### src/logic/maint_seq_map.svh
// constants for the maintenance test sequencer
`ifndef MAINT_SEQ_MAP_SVH
`define MAINT_SEQ_MAP_SVH
`define ADDR_CTRL 4'h0
`define ADDR_STATUS 4'h4
`define ADDR_IRQ_STAT 4'h8
`define ADDR_IRQ_CLR 4'hc
`define ADDR_IRQ_EN 5'h10
`define CTRL_GO_BIT 0
`define CTRL_RESET 32'h0000_0000
`define SYNC_SETTLE 3'h4
`define IRQ_EN_RESET 3'h0
`define EV_DONE 0
`define EV_ERROR 1
`define EV_RETRY 2
`define OP_FRPI 4'h1
`define OP_GAP 4'h7
`define OP_FSF 4'hb
`define OP_BSF 4'hc
`define OP_READ_A 4'h0
`define OP_READ_B 4'h8
`define OP_READ_R 4'he
`define OP_READ_REV 4'hf
`endif

### src/logic/maint_seq_pkg.sv
// types for the maintenance test sequencer
package maint_seq_pkg;
    typedef enum logic [2:0] {
        ST_OFF = 3'b000,
        ST_IDLE = 3'b001,
        ST_RUN = 3'b010,
        ST_WAIT = 3'b011,
        ST_HALT = 3'b100
    } seq_state_t;

    typedef struct packed {
        logic maint_enable_bit;
        logic stop_on_error_bit;
        logic retry_on_error_bit;
        logic single_step_bit;
        logic [3:0] op_select;
    } maintenance_config_switch_bank_t;

    typedef struct packed {
        logic single_track_error;
        logic multiple_track_error;
        logic runaway;
        logic op_done;
    } drive_status_t;

    typedef struct packed {
        logic start;
        logic reposition;
        logic halt;
        logic [3:0] op;
    } drive_cmd_t;
endpackage

### src/logic/maint_test_sequencer.sv
// maintenance mode test sequencer top
//
// The Wishbone slave port and the register addresses were chosen for this implementation.
`include "maint_seq_map.svh"
`timescale 1ns/1ps
module maint_test_sequencer (
    input wire logic core_clk_i,
    input wire logic rst_i,
    input wire logic ce_i,
    input wire logic wb_cyc_i,
    input wire logic wb_stb_i,
    input wire logic wb_we_i,
    input wire logic [4:0] wb_adr_i,
    input wire logic [3:0] wb_sel_i,
    input wire logic [31:0] wb_dat_i,
    output logic [31:0] wb_dat_o,
    output logic wb_ack_o,
    input wire logic [7:0] switch_bank_i,
    input wire logic online_i,
    input wire logic [3:0] drive_status_i,
    output logic [6:0] drive_cmd_o,
    output logic maint_active_o,
    output logic irq_o
);
    typedef struct packed {
        logic seen_rst;
        logic enabled;
        logic online;
        maint_seq_pkg::seq_state_t state;
        maint_seq_pkg::maintenance_config_switch_bank_t cfg;
        maint_seq_pkg::drive_cmd_t cmd;
        logic [2:0] events;
        maint_seq_pkg::drive_status_t ds_q;
        logic [2:0] settle;
    } top_state_t;
    top_state_t st_q;
    top_state_t st_d;
    logic [7:0] sw_s;
    logic online_s;
    logic [3:0] ds_s;
    maint_seq_pkg::maintenance_config_switch_bank_t sw;
    maint_seq_pkg::drive_status_t ds;
    logic go;
    maint_seq_pkg::drive_status_t ev;
    logic on_rise;
    logic is_read;
    logic no_retry_op;
    logic ignore_cfg;
    logic err;
    logic [7:0] stat;

    pin_sync #(.W(13)) u_sync (
        .core_clk_i(core_clk_i),
        .rst_i(rst_i),
        .ce_i(ce_i),
        .pin_i({switch_bank_i, online_i, drive_status_i}),
        .sync_o({sw_s, online_s, ds_s})
    );

    assign sw = sw_s;
    assign ds = ds_s;
    assign stat = {st_q.enabled, st_q.online, 1'b0, st_q.state, st_q.cmd.halt, go};

    wb_regs u_regs (
        .core_clk_i(core_clk_i),
        .rst_i(rst_i),
        .ce_i(ce_i),
        .wb_cyc_i(wb_cyc_i),
        .wb_stb_i(wb_stb_i),
        .wb_we_i(wb_we_i),
        .wb_adr_i(wb_adr_i),
        .wb_sel_i(wb_sel_i),
        .wb_dat_i(wb_dat_i),
        .status_i(stat),
        .events_i(st_q.events),
        .wb_dat_o(wb_dat_o),
        .wb_ack_o(wb_ack_o),
        .go_o(go),
        .irq_o(irq_o)
    );

    always_comb
    begin
        st_d = st_q;
        st_d.events = 3'h0;
        st_d.cmd.start = 1'b0;
        st_d.cmd.reposition = 1'b0;
        st_d.online = online_s;
        on_rise = online_s && !st_q.online;
        // drive status acts on its rising edge only, once per event
        ev = ds & ~st_q.ds_q;
        st_d.ds_q = ds;
        // sixteen binary-coded operations
        is_read = (st_q.cfg.op_select == `OP_READ_A) || (st_q.cfg.op_select == `OP_READ_B)
            || (st_q.cfg.op_select == `OP_READ_R)
            || (st_q.cfg.op_select == `OP_READ_REV);
        no_retry_op = (st_q.cfg.op_select == `OP_GAP) || (st_q.cfg.op_select == `OP_FSF)
            || (st_q.cfg.op_select == `OP_BSF);
        ignore_cfg = st_q.cfg.op_select == `OP_FRPI;
        // reads ignore single-track errors
        err = ev.multiple_track_error || ev.runaway
            || (ev.single_track_error && !is_read);
        if (!st_q.seen_rst)
        begin
            // switches are trusted once the synchroniser has filled
            if (st_q.settle != `SYNC_SETTLE)
            begin
                st_d.settle = st_q.settle + 3'h1;
            end
            else
            begin
                st_d.seen_rst = 1'b1;
                st_d.enabled = sw.maint_enable_bit;
                st_d.state = sw.maint_enable_bit ? maint_seq_pkg::ST_IDLE
                    : maint_seq_pkg::ST_OFF;
            end
        end
        else
        begin
            if (!online_s && st_q.state != maint_seq_pkg::ST_OFF)
            begin
                st_d.state = maint_seq_pkg::ST_IDLE;
                st_d.cmd.halt = 1'b1;
            end
            else
            begin
                case (st_q.state)
                    maint_seq_pkg::ST_OFF:
                    begin
                        st_d.state = maint_seq_pkg::ST_OFF;
                    end
                    maint_seq_pkg::ST_IDLE:
                    begin
                        if (on_rise && go)
                        begin
                            st_d.cfg = sw;
                            st_d.cmd.op = sw.op_select;
                            st_d.cmd.start = 1'b1;
                            st_d.cmd.halt = 1'b0;
                            st_d.state = maint_seq_pkg::ST_RUN;
                        end
                    end
                    maint_seq_pkg::ST_RUN:
                    begin
                        if (err && !ignore_cfg && st_q.cfg.stop_on_error_bit)
                        begin
                            st_d.cmd.halt = 1'b1;
                            st_d.events[`EV_ERROR] = 1'b1;
                            st_d.state = maint_seq_pkg::ST_HALT;
                        end
                        else if (err && !ignore_cfg && st_q.cfg.retry_on_error_bit
                            && !no_retry_op)
                        begin
                            st_d.cmd.reposition = 1'b1;
                            st_d.cmd.start = 1'b1;
                            st_d.events[`EV_RETRY] = 1'b1;
                        end
                        else if (ev.op_done)
                        begin
                            st_d.events[`EV_DONE] = 1'b1;
                            if (st_q.cfg.single_step_bit && !ignore_cfg)
                            begin
                                st_d.state = maint_seq_pkg::ST_WAIT;
                            end
                            else
                            begin
                                st_d.cmd.start = 1'b1;
                            end
                        end
                    end
                    maint_seq_pkg::ST_WAIT:
                    begin
                        st_d.state = maint_seq_pkg::ST_WAIT;
                    end
                    maint_seq_pkg::ST_HALT:
                    begin
                        st_d.state = maint_seq_pkg::ST_HALT;
                    end
                    default: st_d.state = maint_seq_pkg::ST_IDLE;
                endcase
            end
        end
    end

    always_ff @(posedge core_clk_i)
    begin
        if (rst_i)
        begin
            st_q <= '0;
        end
        else if (ce_i)
        begin
            st_q <= st_d;
        end
    end

    assign drive_cmd_o = st_q.cmd;
    assign maint_active_o = st_q.enabled;
endmodule

### src/logic/pin_sync.sv
// three-stage pin synchroniser with agreement filter
`timescale 1ns/1ps
module pin_sync #(
    parameter int W = 1
) (
    input wire logic core_clk_i,
    input wire logic rst_i,
    input wire logic ce_i,
    input wire logic [W-1:0] pin_i,
    output logic [W-1:0] sync_o
);
    typedef struct packed {
        logic [W-1:0] s1;
        logic [W-1:0] s2;
        logic [W-1:0] s3;
        logic [W-1:0] out;
    } sync_state_t;
    sync_state_t st_q;
    sync_state_t st_d;
    always_comb
    begin
        st_d = st_q;
        st_d.s1 = pin_i;
        st_d.s2 = st_q.s1;
        st_d.s3 = st_q.s2;
        for (int i = 0; i < W; i++)
        begin
            if (st_q.s2[i] == st_q.s3[i])
            begin
                st_d.out[i] = st_q.s3[i];
            end
        end
    end
    always_ff @(posedge core_clk_i)
    begin
        if (rst_i)
        begin
            st_q <= '0;
        end
        else if (ce_i)
        begin
            st_q <= st_d;
        end
    end
    assign sync_o = st_q.out;
endmodule

### src/logic/wb_regs.sv
// wishbone classic slave holding control, status and interrupt registers
`include "maint_seq_map.svh"
`timescale 1ns/1ps
module wb_regs (
    input wire logic core_clk_i,
    input wire logic rst_i,
    input wire logic ce_i,
    input wire logic wb_cyc_i,
    input wire logic wb_stb_i,
    input wire logic wb_we_i,
    input wire logic [4:0] wb_adr_i,
    input wire logic [3:0] wb_sel_i,
    input wire logic [31:0] wb_dat_i,
    input wire logic [7:0] status_i,
    input wire logic [2:0] events_i,
    output logic [31:0] wb_dat_o,
    output logic wb_ack_o,
    output logic go_o,
    output logic irq_o
);
    typedef struct packed {
        logic ack;
        logic [31:0] dat;
        logic go;
        logic [2:0] ist;
        logic [2:0] ien;
        logic irq;
    } regs_state_t;
    regs_state_t st_q;
    regs_state_t st_d;
    logic acc;
    logic [2:0] clr;
    always_comb
    begin
        st_d = st_q;
        acc = wb_cyc_i && wb_stb_i && !st_q.ack;
        clr = 3'h0;
        st_d.ack = acc;
        st_d.dat = 32'h0000_0000;
        if (acc && wb_we_i && wb_sel_i[0])
        begin
            case (wb_adr_i)
                5'(`ADDR_CTRL): st_d.go = wb_dat_i[`CTRL_GO_BIT];
                5'(`ADDR_IRQ_CLR): clr = wb_dat_i[2:0];
                `ADDR_IRQ_EN: st_d.ien = wb_dat_i[2:0];
                default: ;
            endcase
        end
        if (acc && !wb_we_i)
        begin
            case (wb_adr_i)
                5'(`ADDR_CTRL): st_d.dat = {31'h0, st_q.go};
                5'(`ADDR_STATUS): st_d.dat = {24'h0, status_i};
                5'(`ADDR_IRQ_STAT): st_d.dat = {29'h0, st_q.ist};
                `ADDR_IRQ_EN: st_d.dat = {29'h0, st_q.ien};
                default: st_d.dat = 32'h0000_0000;
            endcase
        end
        // set wins over clear
        st_d.ist = (st_q.ist & ~clr) | events_i;
        st_d.irq = |(st_d.ist & st_d.ien);
    end
    always_ff @(posedge core_clk_i)
    begin
        if (rst_i)
        begin
            st_q <= '0;
        end
        else if (ce_i)
        begin
            st_q <= st_d;
        end
    end
    assign wb_ack_o = st_q.ack;
    assign wb_dat_o = st_q.dat;
    assign go_o = st_q.go;
    assign irq_o = st_q.irq;
endmodule

### config.mk
export PLATFORM = sky130hd
export DESIGN_NAME = maint_test_sequencer
export DESIGN_NICKNAME = d
export VERILOG_FILES = /design/src/logic/maint_seq_pkg.sv /design/src/logic/maint_test_sequencer.sv /design/src/logic/pin_sync.sv /design/src/logic/wb_regs.sv
export VERILOG_INCLUDE_DIRS = /design/src /design/src/logic
export SDC_FILE = /design/constraint.sdc
export NUM_CORES = 1
export LEC_CHECK = 0
export BUFFER_PORTS_ARGS = -buffer_cell sky130_fd_sc_hd__buf_2
export CAP_MARGIN = 20
export CORE_MARGIN = 5
export CORE_UTILIZATION = 30
export CTS_BUF_LIST = sky130_fd_sc_hd__clkbuf_4 sky130_fd_sc_hd__clkbuf_8
export DETAILED_ROUTE_END_ITERATION = 16
export GPL_ROUTABILITY_DRIVEN = 0
export GPL_TIMING_DRIVEN = 0
export MAX_ROUTING_LAYER = met4
export SLEW_MARGIN = 20
export SYNTH_ARGS = -nofsm -noshare
export SYNTH_HDL_FRONTEND = slang
export SYNTH_SLANG_ARGS = --single-unit
### constraint.sdc
create_clock -name core_clk_i -period 2.6 [get_ports core_clk_i]
set_clock_uncertainty 0.15 [all_clocks]
set_input_delay 0.52 -clock core_clk_i [delete_from_list [all_inputs] [get_ports core_clk_i]]
set_output_delay 0.52 -clock core_clk_i [all_outputs]
set_load 0.01 [all_outputs]
## Yosys cells after proc, flatten, opt, wreduce, memory -nomap -nowiden

Index checks and enable logic that the tools add are counted.

- Add/subtract/negate cells: 1
- Multiplexer cells: 39
- Reduce and logical (&&, ||, !) cells: 53
- Equality and inequality tests: 36
- Bitwise logic cells: 9

Operators by type and width:

| operator | number |
|---|---|
| two-way mux 3 bit | 12 |
| two-way mux 32 bit | 1 |
| one-hot mux 8 bit (4 select lines) | 1 |
| AND reduction 2 bit | 13 |
| == test 4 bit (second input constant) | 5 |
| inequality test 5 bit (second input constant) | 3 |
| one-hot mux 3 bit (5 select lines) | 1 |
| logical AND 1 bit | 14 |
| == test 1 bit | 13 |
| two-way mux 1 bit | 13 |
| two-way mux 12 bit | 1 |
| == test 5 x 4 -> 1 bit (second input constant) | 2 |
| two-way mux 10 bit | 1 |
| AND reduction 5 bit | 2 |
| inequality test 3 bit (second input constant) | 3 |
| AND reduction 3 bit | 3 |
| two-way mux 2 bit | 4 |
| logical NOT 1 bit | 7 |
| logical OR 1 bit | 7 |
| two-way mux 7 bit | 1 |
| bitwise AND 3 bit | 2 |
| == test 3 x 2 -> 1 bit (second input constant) | 2 |
| AND reduction 6 bit | 1 |
| nonzero test 3 bit | 2 |
| other kinds (21) | 24 |

- Output and inout bits: 42
- Input port bits: 60
- Bits in registers: 120

## Longest topological paths before layout

Gate-level depths: netlist (run 1).

- Word-level depth: 15
- Gate-level depth with buffers: 7
- Mapped depth without buffers: 7

## Hierarchy

From an unflattened synthesis (run 1), not the netlist that was laid out.

- Cells, all modules: 519
- Area, all modules: 4860.9 um^2

Modules (own cells, without submodules):

| module | seq. area each (um^2) | area an instance (um^2) | times used | cells each |
|---|---|---|---|---|
| pin_sync | 1041.0 | 2298.5 | 1 | 222 |
| maint_test_sequencer | 500.5 | 1456.4 | 1 | 162 |
| wb_regs | 340.3 | 1106.1 | 1 | 135 |

## Worst setup path after synthesis (run 1)

OpenSTA, ideal clock, no wires.

- Kind: register -> register
- Start point: register, netlist name drive_cmd_o[3]
- End point: register st_q[7] in the netlist's numbering
- Period minus slack after synthesis: 2.257 ns
- Path buffers: 0
- Path slack: 0.343 ns
- Data arrival time: 2.037 ns
- Stages on the path, launching flop included: 6
- Required time: 2.380 ns
- Cell sequence: dfxtp_1 > or4b_4 > o211a_2 > or3_1 > or4_1 > a21oi_1

RTL lines:

| item | line | text |
|---|---|---|
| to (signal assigned) | maint_test_sequencer.sv:193 | `st_q <= st_d;` |
| to (decl) | maint_test_sequencer.sv:36 | `top_state_t st_q;` |

==> impl_metrics.yaml, run 1 <==
global_routing:
  use_met2_pct: 19.7
  grt_pass1_vias: 3408
  gr-total-overflow: 0
  grt.busiest_layer: "met2"
  grtUsageMet3_pct: 2.35
  antenna_found_initial: 0
  grt_max_degree: 19
  grt_usage_pct: 12.8
  grt_pass1_wl_mm: 16.7
  met1_usage_pct: 16.4
critical_path:
  crit_path_end: "st_q[7]$_SDFFE_PP0P_"
  worstPathRequired_ns: 2.75
  worstPathArrival_ns: 2.59
  reg2reg_from: "drive_cmd_o[3]$_SDFFE_PP0P_"
  reg2reg_to: "st_q[7]$_SDFFE_PP0P_"
  criticalPathCategory: "reg -> reg"
  crit_fanout: 7
  critPathCaptureType: "flop"
  worst-r2r-cell-count: 5
  critPathLaunch: "drive_cmd_o[3]$_SDFFE_PP0P_"
  r2r_slack_ns: 0.16
  cp-start-kind: "flop"
timing:
  relSlewSlack_pct: 41.4
  fin_crit_ns: 2.44
  max_freq_mhz: 410
  worst_slew_pin_slew_ns: 0.871
  hold_violations: 0
  slew_viol_final: 0
  rsz0062_at_grt: "false"
  fin_ws_ns: 0.163
  fin_crit_sh_pct: 93.7
  finalSetupViolations: 0
die:
  die-area_um2: 16800
  die_w_um: 130
  coreArea_um2: 13900
  rows: 43
  ioPinCount: 102
  start_util_pct: 30.8
  die_h_um: 130
clock_tree:
  cts-root-buf: "clkbuf_8"
  cts_tree: "built"
  cts_buffers: 9
  cts_setup_buffers: 0
  clock_latency_ns: 0.37
  clock-sinks: 93
  cts_buffer_depth: 2
  htreeDepth: 3
  cts.hold.buffers_added: 0
  cts_resized: 0
  path_clk_slew_ns: 0.10
place:
  hpwl_mm: 7.79
  place_inst: 746
  port-buffer-count: 43
  dp_slack_ns: -0.108
logic_synthesis:
  async_reset_ff_share_pct: 0
  synth.yosys.seq_area_share_pct: 43.4
  yosys_warnings: 0
  yosysTopAreaCellShare_pct: 43.4
  syn_area_per_cell_um2: 8.59
  synth_edf_count: 0
  syn_inst: 499
  ys.flop_type: "dfxtp_1"
  synthTopCellsByCount: "93 x dfxtp_1, 67 x nor2_1, 48 x mux2i_1"
  synthesis.area_um2: 4290
  synth_area_leader_cell: "dfxtp_1"
  synth.distinct_cells: 50
  ys_ff_latch: 93
  synth.area.top_cells: "dfxtp_1 43%, mux2i_1 11%, buf_4 6.8%"
  yosysMostFrequentCell: "dfxtp_1"
final_layout:
  num-nets-final: 639
  antenna_cells: 0
  utilization_pct: 35.9
  stdcell_count: 762
  area_growth_pct: 16.8
  drive_gt1_share_pct: 17.9
  fillCellCount: 1449
power_and_ir_drop:
  vdd_drop_max_mv: 0.316
  p_leak_nw: 2.20
  p_per_area_nw_per_um2: 527
drt:
  drc: 0
  postRouteAntennaNets: 0
  viasPerCell: 4.86
  drt_iter0_drc: 224
  firstDrtPassIters: 5
  vias: 3705
  wire_per_inst_um: 13.7
  routed_wl_mm: 10.5
run_status:
  status: "complete, no violations"
min_path:
  worstHoldPathType: "in -> reg"
  hold_start: "drive_status_i[3]"
job:
  cap_violations: 0
-- logic make-up after synthesis --
kind of cell | share of synthesized area, %
and+or+nand+nor | 17.8
AOI/OAI and AO/OA | 16.4
DFF | 43.4
buffers and inverters | 10.2
muxes | 11.2
adders and majority gates | 0.584
xor gates and xnor gates | 0.409
other | 0.0875
-- routing by layer --
| layer | wire length, um | vias to the layer above |
|---|---|---|
| met5 | 0 | - |
| met4 | 195 | 0 |
| met3 | 802 | 20 |
| met2 | 4740 | 147 |
| met1 | 4740 | 1691 |
| li1 | - | 1847 |
-- state kept, by name, summed over array words and instances (netlist names) --
register         cells
drive_cmd_o          7
maint_active_o       1
st_q                17
u_regs.go_o          1
u_regs.irq_o         1
u_regs.st_q          6
u_regs.wb_ack_o      1
u_regs.wb_dat_o      7
u_sync.st_d         26
u_sync.st_q         13
u_sync.sync_o       13
-- worst max-delay path, stage by stage (launching register included) --
cell	delay, ns
dfxtp_1	0.38
or4b_4	0.57
o211a_2	0.16
or3_1	0.41
or4_1	0.56
a21oi_1	0.15
-- worst min path at each step --
stage / to / slack, ns / cells after the start
6_report: u_sync.st_d[29]$_SDFFE_PP0P_ / 0.23 / 3
5_1_grt: u_sync.st_d[31]$_SDFFE_PP0P_ / 0.23 / 3
4_1_cts: u_sync.st_d[33]$_SDFFE_PP0P_ / 0.22 / 3
3_5_place_dp: u_sync.sync_o[9]$_SDFFE_PP0P_ / 0.30 / 2
3_3_place_gp: u_sync.sync_o[11]$_SDFFE_PP0P_ / 0.29 / 2
2_1_floorplan: u_sync.sync_o[0]$_SDFFE_PP0P_ / 0.29 / 2
-- final cells by class --
type / count / area (um^2) / area share [%]
multi-input cells: 353 / 2080 / 41.6
flip-flops and latches: 93 / 1860 / 37.2
plain buffers: 67 / 398 / 7.95
well taps: 180 / 225 / 4.50
repair buffers: 43 / 215 / 4.30
clock buffers: 9 / 124 / 2.47
clock inverters: 7 / 65.1 / 1.30
inverters: 10 / 37.5 / 0.750
-- placed cells by master (no fill, tap or decap), types with 7 or more instances in the layout --
cell,n
o21ai_0,27
buf_4,39
a21o_1,16
a21oi_1,36
buf_2,43
nand2_1,40
dfxtp_1,93
clkbuf_8,9
conb_1,25
a22oi_1,7
clkbuf_1,23
mux2i_1,48
nor2_1,67
nor3_1,8
nand3_1,16
inv_1,9
-- power breakdown --
part / switching (W) / internal (W)
clock network: 0.000569 / 0.000373
registers: 0.0000179 / 0.00145
logic: 0.000135 / 0.0000927
total: 0.000722 / 0.00192
-- per-stage QoR --
step / instance area [um^2] / power, W / hold slack (ns) / TNS (ns)
finish: 5010 / 0.00264 / 0.230 / 0
global route: 5010 / 0.00275 / 0.226 / 0
CTS: 5010 / 0.00266 / 0.218 / 0
detailed placement: 4820 / 0.00173 / 0.297 / -1.18
global placement: 4820 / 0.00172 / 0.290 / -0.423
floorplan: 4380 / 0.00166 / 0.286 / 0
No activity file was read; power rests on OpenSTA's default activity.
==> inputs of run 2 (changes only) <==
Settings changed: BUFFER_PORTS_ARGS -buffer_cell sky130_fd_sc_hd__buf_2 to -buffer_cell sky130_fd_sc_hd__clkbuf_2, CORE_MARGIN 5 to 2.
==> run 2 against run 1 <==
Against the previous run:
- first-iteration DRC count down 24%
- clock power up 9%
- global-route usage up 1.9 points
- wire length down 1.8%
- flip-flop and latch count unchanged
- core utilization up 0.21 points
- critical path depth unchanged
- register-to-register slack better by 0.02 ns
- non-clock buffer count unchanged
- worst hold slack better by 0.00089 ns
- critical endpoint unchanged
==> impl_metrics.yaml, run 2 (synthesis gave the netlist of run 1 again) <==
final_layout:
  utilization_pct: 36.1
  final_cell_mix: "93 x dfxtp_1, 67 x nor2_1, 48 x mux2i_1"
  final_common_cell: "dfxtp_1"
  largest_reg_flops: 26
  num-nets-final: 639
  area_growth_pct: 17.4
  drive_gt1_share_pct: 17.9
  antenna_cells: 0
  stdcell_count: 762
place:
  place_inst: 746
  port-buffer-count: 43
  hpwl_mm: 7.68
power_and_ir_drop:
  clockPowerShare_pct: 37.7
  sw_frac_of_total_pct: 25.4
  p_switching_w: 0.000693
  p_leak_nw: 2.21
  combPwrFrac_pct: 8.4
  p_per_area_nw_per_um2: 541
  p_int_w: 0.00203
  p_seq_share_pct: 53.9
  vdd_drop_max_mv: 0.412
critical_path:
  criticalPathCategory: "reg -> reg"
  crit_path_end: "st_q[7]$_SDFFE_PP0P_"
  critPathLaunch: "drive_cmd_o[3]$_SDFFE_PP0P_"
  crit_fanout: 7
  cp-start-kind: "flop"
  r2r_slack_ns: 0.18
  reg2reg_to: "st_q[7]$_SDFFE_PP0P_"
  worstPathRequired_ns: 2.76
  worst-r2r-cell-count: 5
  critPathCaptureType: "flop"
  reg2reg_from: "drive_cmd_o[3]$_SDFFE_PP0P_"
  worstPathArrival_ns: 2.57
die:
  die_h_um: 124
  die-area_um2: 15300
  start_util_pct: 30.8
  die_w_um: 124
  rows: 43
  ioPinCount: 102
  coreArea_um2: 13900
drt:
  drt_iter0_drc: 171
  routed_wl_mm: 10.3
  firstDrtPassIters: 5
  viasPerCell: 4.79
  wire_per_inst_um: 13.5
  vias: 3647
  drc: 0
  postRouteAntennaNets: 0
global_routing:
  grt_max_degree: 18
  grt_pass1_wl_mm: 16.9
  grt_usage_pct: 14.7
  gr-total-overflow: 0
  grt_pass1_vias: 3477
  antenna_found_initial: 0
clock_tree:
  clock-sinks: 93
  cts_resized: 0
  clock_latency_ns: 0.37
  cts_tree: "built"
  cts_buffers: 9
  htreeDepth: 3
  path_clk_slew_ns: 0.10
  cts-root-buf: "clkbuf_8"
  cts.hold.buffers_added: 0
  cts_buffer_depth: 2
  cts_setup_buffers: 0
timing:
  max_freq_mhz: 414
  fin_crit_ns: 2.42
  hold_violations: 0
  setup-tns-final_ns: 0
  worst_slew_pin_slew_ns: 0.863
  slew_viol_final: 0
  finalSetupViolations: 0
  rsz0062_at_grt: "false"
  fin_crit_sh_pct: 93.0
  fin_hold_ws_ns: 0.230
  relSlewSlack_pct: 42.0
min_path:
  hold_depth: 3
  worstHoldPathType: "in -> reg"
run_status:
  status: "complete, no violations"
job:
  cap_violations: 0
-- run 2: how the worst min path moves through the flow --
stage                                             from                        endpoint
after floorplan           u_sync.st_q[13]$_SDFFE_PP0P_   u_sync.sync_o[0]$_SDFFE_PP0P_
after global placement    u_sync.st_q[24]$_SDFFE_PP0P_  u_sync.sync_o[11]$_SDFFE_PP0P_
after detailed placement  u_sync.st_q[23]$_SDFFE_PP0P_  u_sync.sync_o[10]$_SDFFE_PP0P_
after CTS                             switch_bank_i[3]    u_sync.st_d[34]$_SDFFE_PP0P_
after global routing                  switch_bank_i[7]    u_sync.st_d[38]$_SDFFE_PP0P_
final                                 switch_bank_i[3]    u_sync.st_d[34]$_SDFFE_PP0P_
-- run 2: area by class of cell --
cell class | instances | area (um^2)
clock inverters | 6 | 80.1
repair buffers | 43 | 215
fillers | 1452 | 8900
plain buffers | 67 | 398
well taps | 180 | 225
inverters | 10 | 37.5
flip-flops and latches | 93 | 1860
clock buffers | 10 | 138
multi-input cells | 353 | 2080
-- run 2: power groups by stage --
stage	registers [W]	clock network [W]	logic [W]
floorplan	0.00150	0	0.000161
global placement	0.00150	0	0.000221
detailed placement	0.00150	0	0.000228
CTS	0.00147	0.00106	0.000229
global route	0.00147	0.00111	0.000257
finish	0.00147	0.00103	0.000228
-- run 2: critical path, cell delays in order, from the launching register on --
cell     delay [ns]
dfxtp_1        0.38
or4b_4         0.58
o211a_2        0.16
or3_1          0.39
or4_1          0.53
a21oi_1        0.15
-- run 2: per-stage QoR --
stage	total power, W	worst slack [ns]	area, um^2
after floorplan	0.00166	0.343	4380
after global placement	0.00172	-0.0346	4820
after detailed placement	0.00173	-0.0629	4820
after CTS	0.00276	0.187	5040
after global routing	0.00284	0.109	5040
final	0.00273	0.183	5040
-- run 2: metal layers --
| layer | share of wire [%] | wire [um] | GRT usage [%] | vias up |
|---|---|---|---|---|
| met2 | 46 | 4760 | 23.5 | 109 |
| met3 | 5.9 | 607 | 3.64 | 13 |
| met5 | 0 | 0 | - | - |
| met4 | 1.3 | 133 | 5.26 | 0 |
| met1 | 46 | 4780 | 18.0 | 1682 |
| li1 | - | - | - | 1843 |
==> inputs of run 3 (changes only) <==
Settings changed: SETUP_SLACK_MARGIN set to 0.3.
==> run 3 against run 2 <==
Against the previous run:
- die area unchanged
- power is essentially flat
- sequential share of layout area shrank 0.22 points
- combinational power about the same
- worst hold slack better by 0.0016 ns
- register-to-register slack better by 0.09 ns
- sequential power barely moved
- via count increased by 1.3%
- global-route usage grew 0.070 points
- cell area rose by 1.1%
- flip-flop and latch count unchanged
- critical path depth unchanged
- critical endpoint unchanged
==> impl_metrics.yaml, run 3 (synthesis gave the netlist of run 1 again) <==
min_path:
  hold_start: "switch_bank_i[3]"
  worstHoldPathType: "in -> reg"
  hold_path_end: "u_sync.st_d[34]$_SDFFE_PP0P_"
  hold_depth: 3
global_routing:
  use_met2_pct: 23.7
  met1_usage_pct: 18.1
  grt.busiest_layer: "met2"
  antenna_found_initial: 0
  gr-total-overflow: 0
  grt_pass1_wl_mm: 17.0
  grt_max_degree: 18
  grt_pass1_vias: 3489
  grtUsageMet3_pct: 3.64
  grt_usage_pct: 14.8
die:
  rows: 43
  start_util_pct: 30.8
  die-area_um2: 15300
  die_w_um: 124
  ioPinCount: 102
  coreArea_um2: 13900
  die_h_um: 124
final_layout:
  final_common_cell: "dfxtp_1"
  fillCellCount: 1452
  drive_gt1_share_pct: 20.0
  utilization_pct: 36.6
  area_growth_pct: 18.8
  final_cell_mix: "89 x dfxtp_1, 66 x nor2_1, 48 x mux2i_1"
  num-nets-final: 642
  largest_reg_flops: 26
  antenna_cells: 0
critical_path:
  worstPathArrival_ns: 2.48
  worst-r2r-cell-count: 5
  critPathCaptureType: "flop"
  crit_path_max_incr_delay_ns: 0.56
  reg2reg_from: "drive_cmd_o[3]$_SDFFE_PP0P_"
  worstPathRequired_ns: 2.75
  reg2reg_to: "st_q[7]$_SDFFE_PP0P_"
  slowest_stage: "or4b_4"
  cp-start-kind: "flop"
  path_cells: "or4b_4, o211a_4, or3_1, or4_1, a21oi_1"
  r2r_slack_ns: 0.27
  crit_fanout: 4
  criticalPathCategory: "reg -> reg"
clock_tree:
  cts_tree: "built"
  cts-root-buf: "clkbuf_8"
  cts.hold.buffers_added: 0
  path_clk_slew_ns: 0.10
  cts_buffers: 9
  clock_latency_ns: 0.37
  htreeDepth: 3
  cts_buffer_depth: 2
  clock-sinks: 93
timing:
  fin_crit_sh_pct: 89.5
  finalSetupViolations: 0
  relSlewSlack_pct: 40.9
  worst_slew_pin_slew_ns: 0.879
  hold_violations: 0
  rsz0062_at_grt: "true"
  fin_hold_ws_ns: 0.232
  max_freq_mhz: 430
  fin_crit_ns: 2.33
  slew_viol_final: 0
place:
  hpwl_mm: 7.68
  port-buffer-count: 43
power_and_ir_drop:
  p_per_area_nw_per_um2: 535
  vdd_drop_max_mv: 0.416
  p_leak_nw: 2.24
job:
  cap_violations: 0
drt:
  firstDrtPassIters: 4
  wire_per_inst_um: 13.6
  postRouteAntennaNets: 0
  vias: 3693
  drc: 0
  drt_iter0_drc: 168
  viasPerCell: 4.83
  routed_wl_mm: 10.4
run_status:
  status: "complete, no violations"
## run 3: cell types whose count changed in the layout (fill, tap and decap cells not counted), moves of 2 or more
cell | before | now
clkbuf_2 | 43 | 46
dfxtp_2 | 0 | 2
clkbuf_1 | 23 | 21
buf_4 | 39 | 42
dfxtp_4 | 0 | 2
dfxtp_1 | 93 | 89
## run 3: worst max path at each step
stage	startpoint	to	slack (ns)	depth (start not counted)
3_3_place_gp	ce_i	u_sync.st_q[20]$_SDFFE_PP0P_	-0.03	5
4_1_cts	drive_cmd_o[3]$_SDFFE_PP0P_	st_q[7]$_SDFFE_PP0P_	0.31	5
2_1_floorplan	drive_cmd_o[3]$_SDFFE_PP0P_	st_q[7]$_SDFFE_PP0P_	0.34	5
5_1_grt	drive_cmd_o[3]$_SDFFE_PP0P_	st_q[7]$_SDFFE_PP0P_	0.26	5
3_5_place_dp	ce_i	u_sync.st_q[20]$_SDFFE_PP0P_	-0.06	5
6_report	drive_cmd_o[3]$_SDFFE_PP0P_	st_q[7]$_SDFFE_PP0P_	0.27	5
## run 3: worst max-delay path: cells and delay by family, from the launching register on
kind,cells,cell delay (ns)
compound gates,2,0.30
flops,1,0.35
simple gates,3,1.44
## run 3: layer usage
metal  wire length, um  vias up
met2              4820      121
li1                  -     1850
met5                 0        -
met3               685       15
met4               155        0
met1              4740     1707
## run 3: area by class of cell
type                    count  area, um^2  share of cell area, %
multi-input cells         353        2100                   41.3
flip-flops and latches     93        1870                   36.7
plain buffers              67         402                   7.89
repair buffers             46         238                   4.67
well taps                 180         225                   4.42
clock buffers              10         138                   2.70
clock inverters             6        80.1                   1.57
inverters                  10        37.5                  0.737
## run 3: repair_timing
action	in CTS	in global routing
setup buffers	3	0
pin swaps	2	0
resized for setup	7	9
hold endpoints to repair	0	0
endpoints found under the setup margin	1	29
## run 3: where the power goes
part	total, W	internal (W)	switching (W)
clock network	0.00103	0.000489	0.000541
registers	0.00147	0.00145	0.0000180
logic	0.000229	0.0000931	0.000136
## run 3: stage by stage
step | cells | setup WS [ns] | area, um^2 | TNS [ns] | power (W)
after floorplan | 523 | 0.343 | 4380 | 0 | 0.00166
after global placement | 746 | -0.0346 | 4820 | -0.387 | 0.00172
after detailed placement | 746 | -0.0629 | 4820 | -0.484 | 0.00173
after CTS | 765 | 0.308 | 5080 | 0 | 0.00276
after global routing | 765 | 0.258 | 5090 | 0 | 0.00284
final | 765 | 0.274 | 5090 | 0 | 0.00272
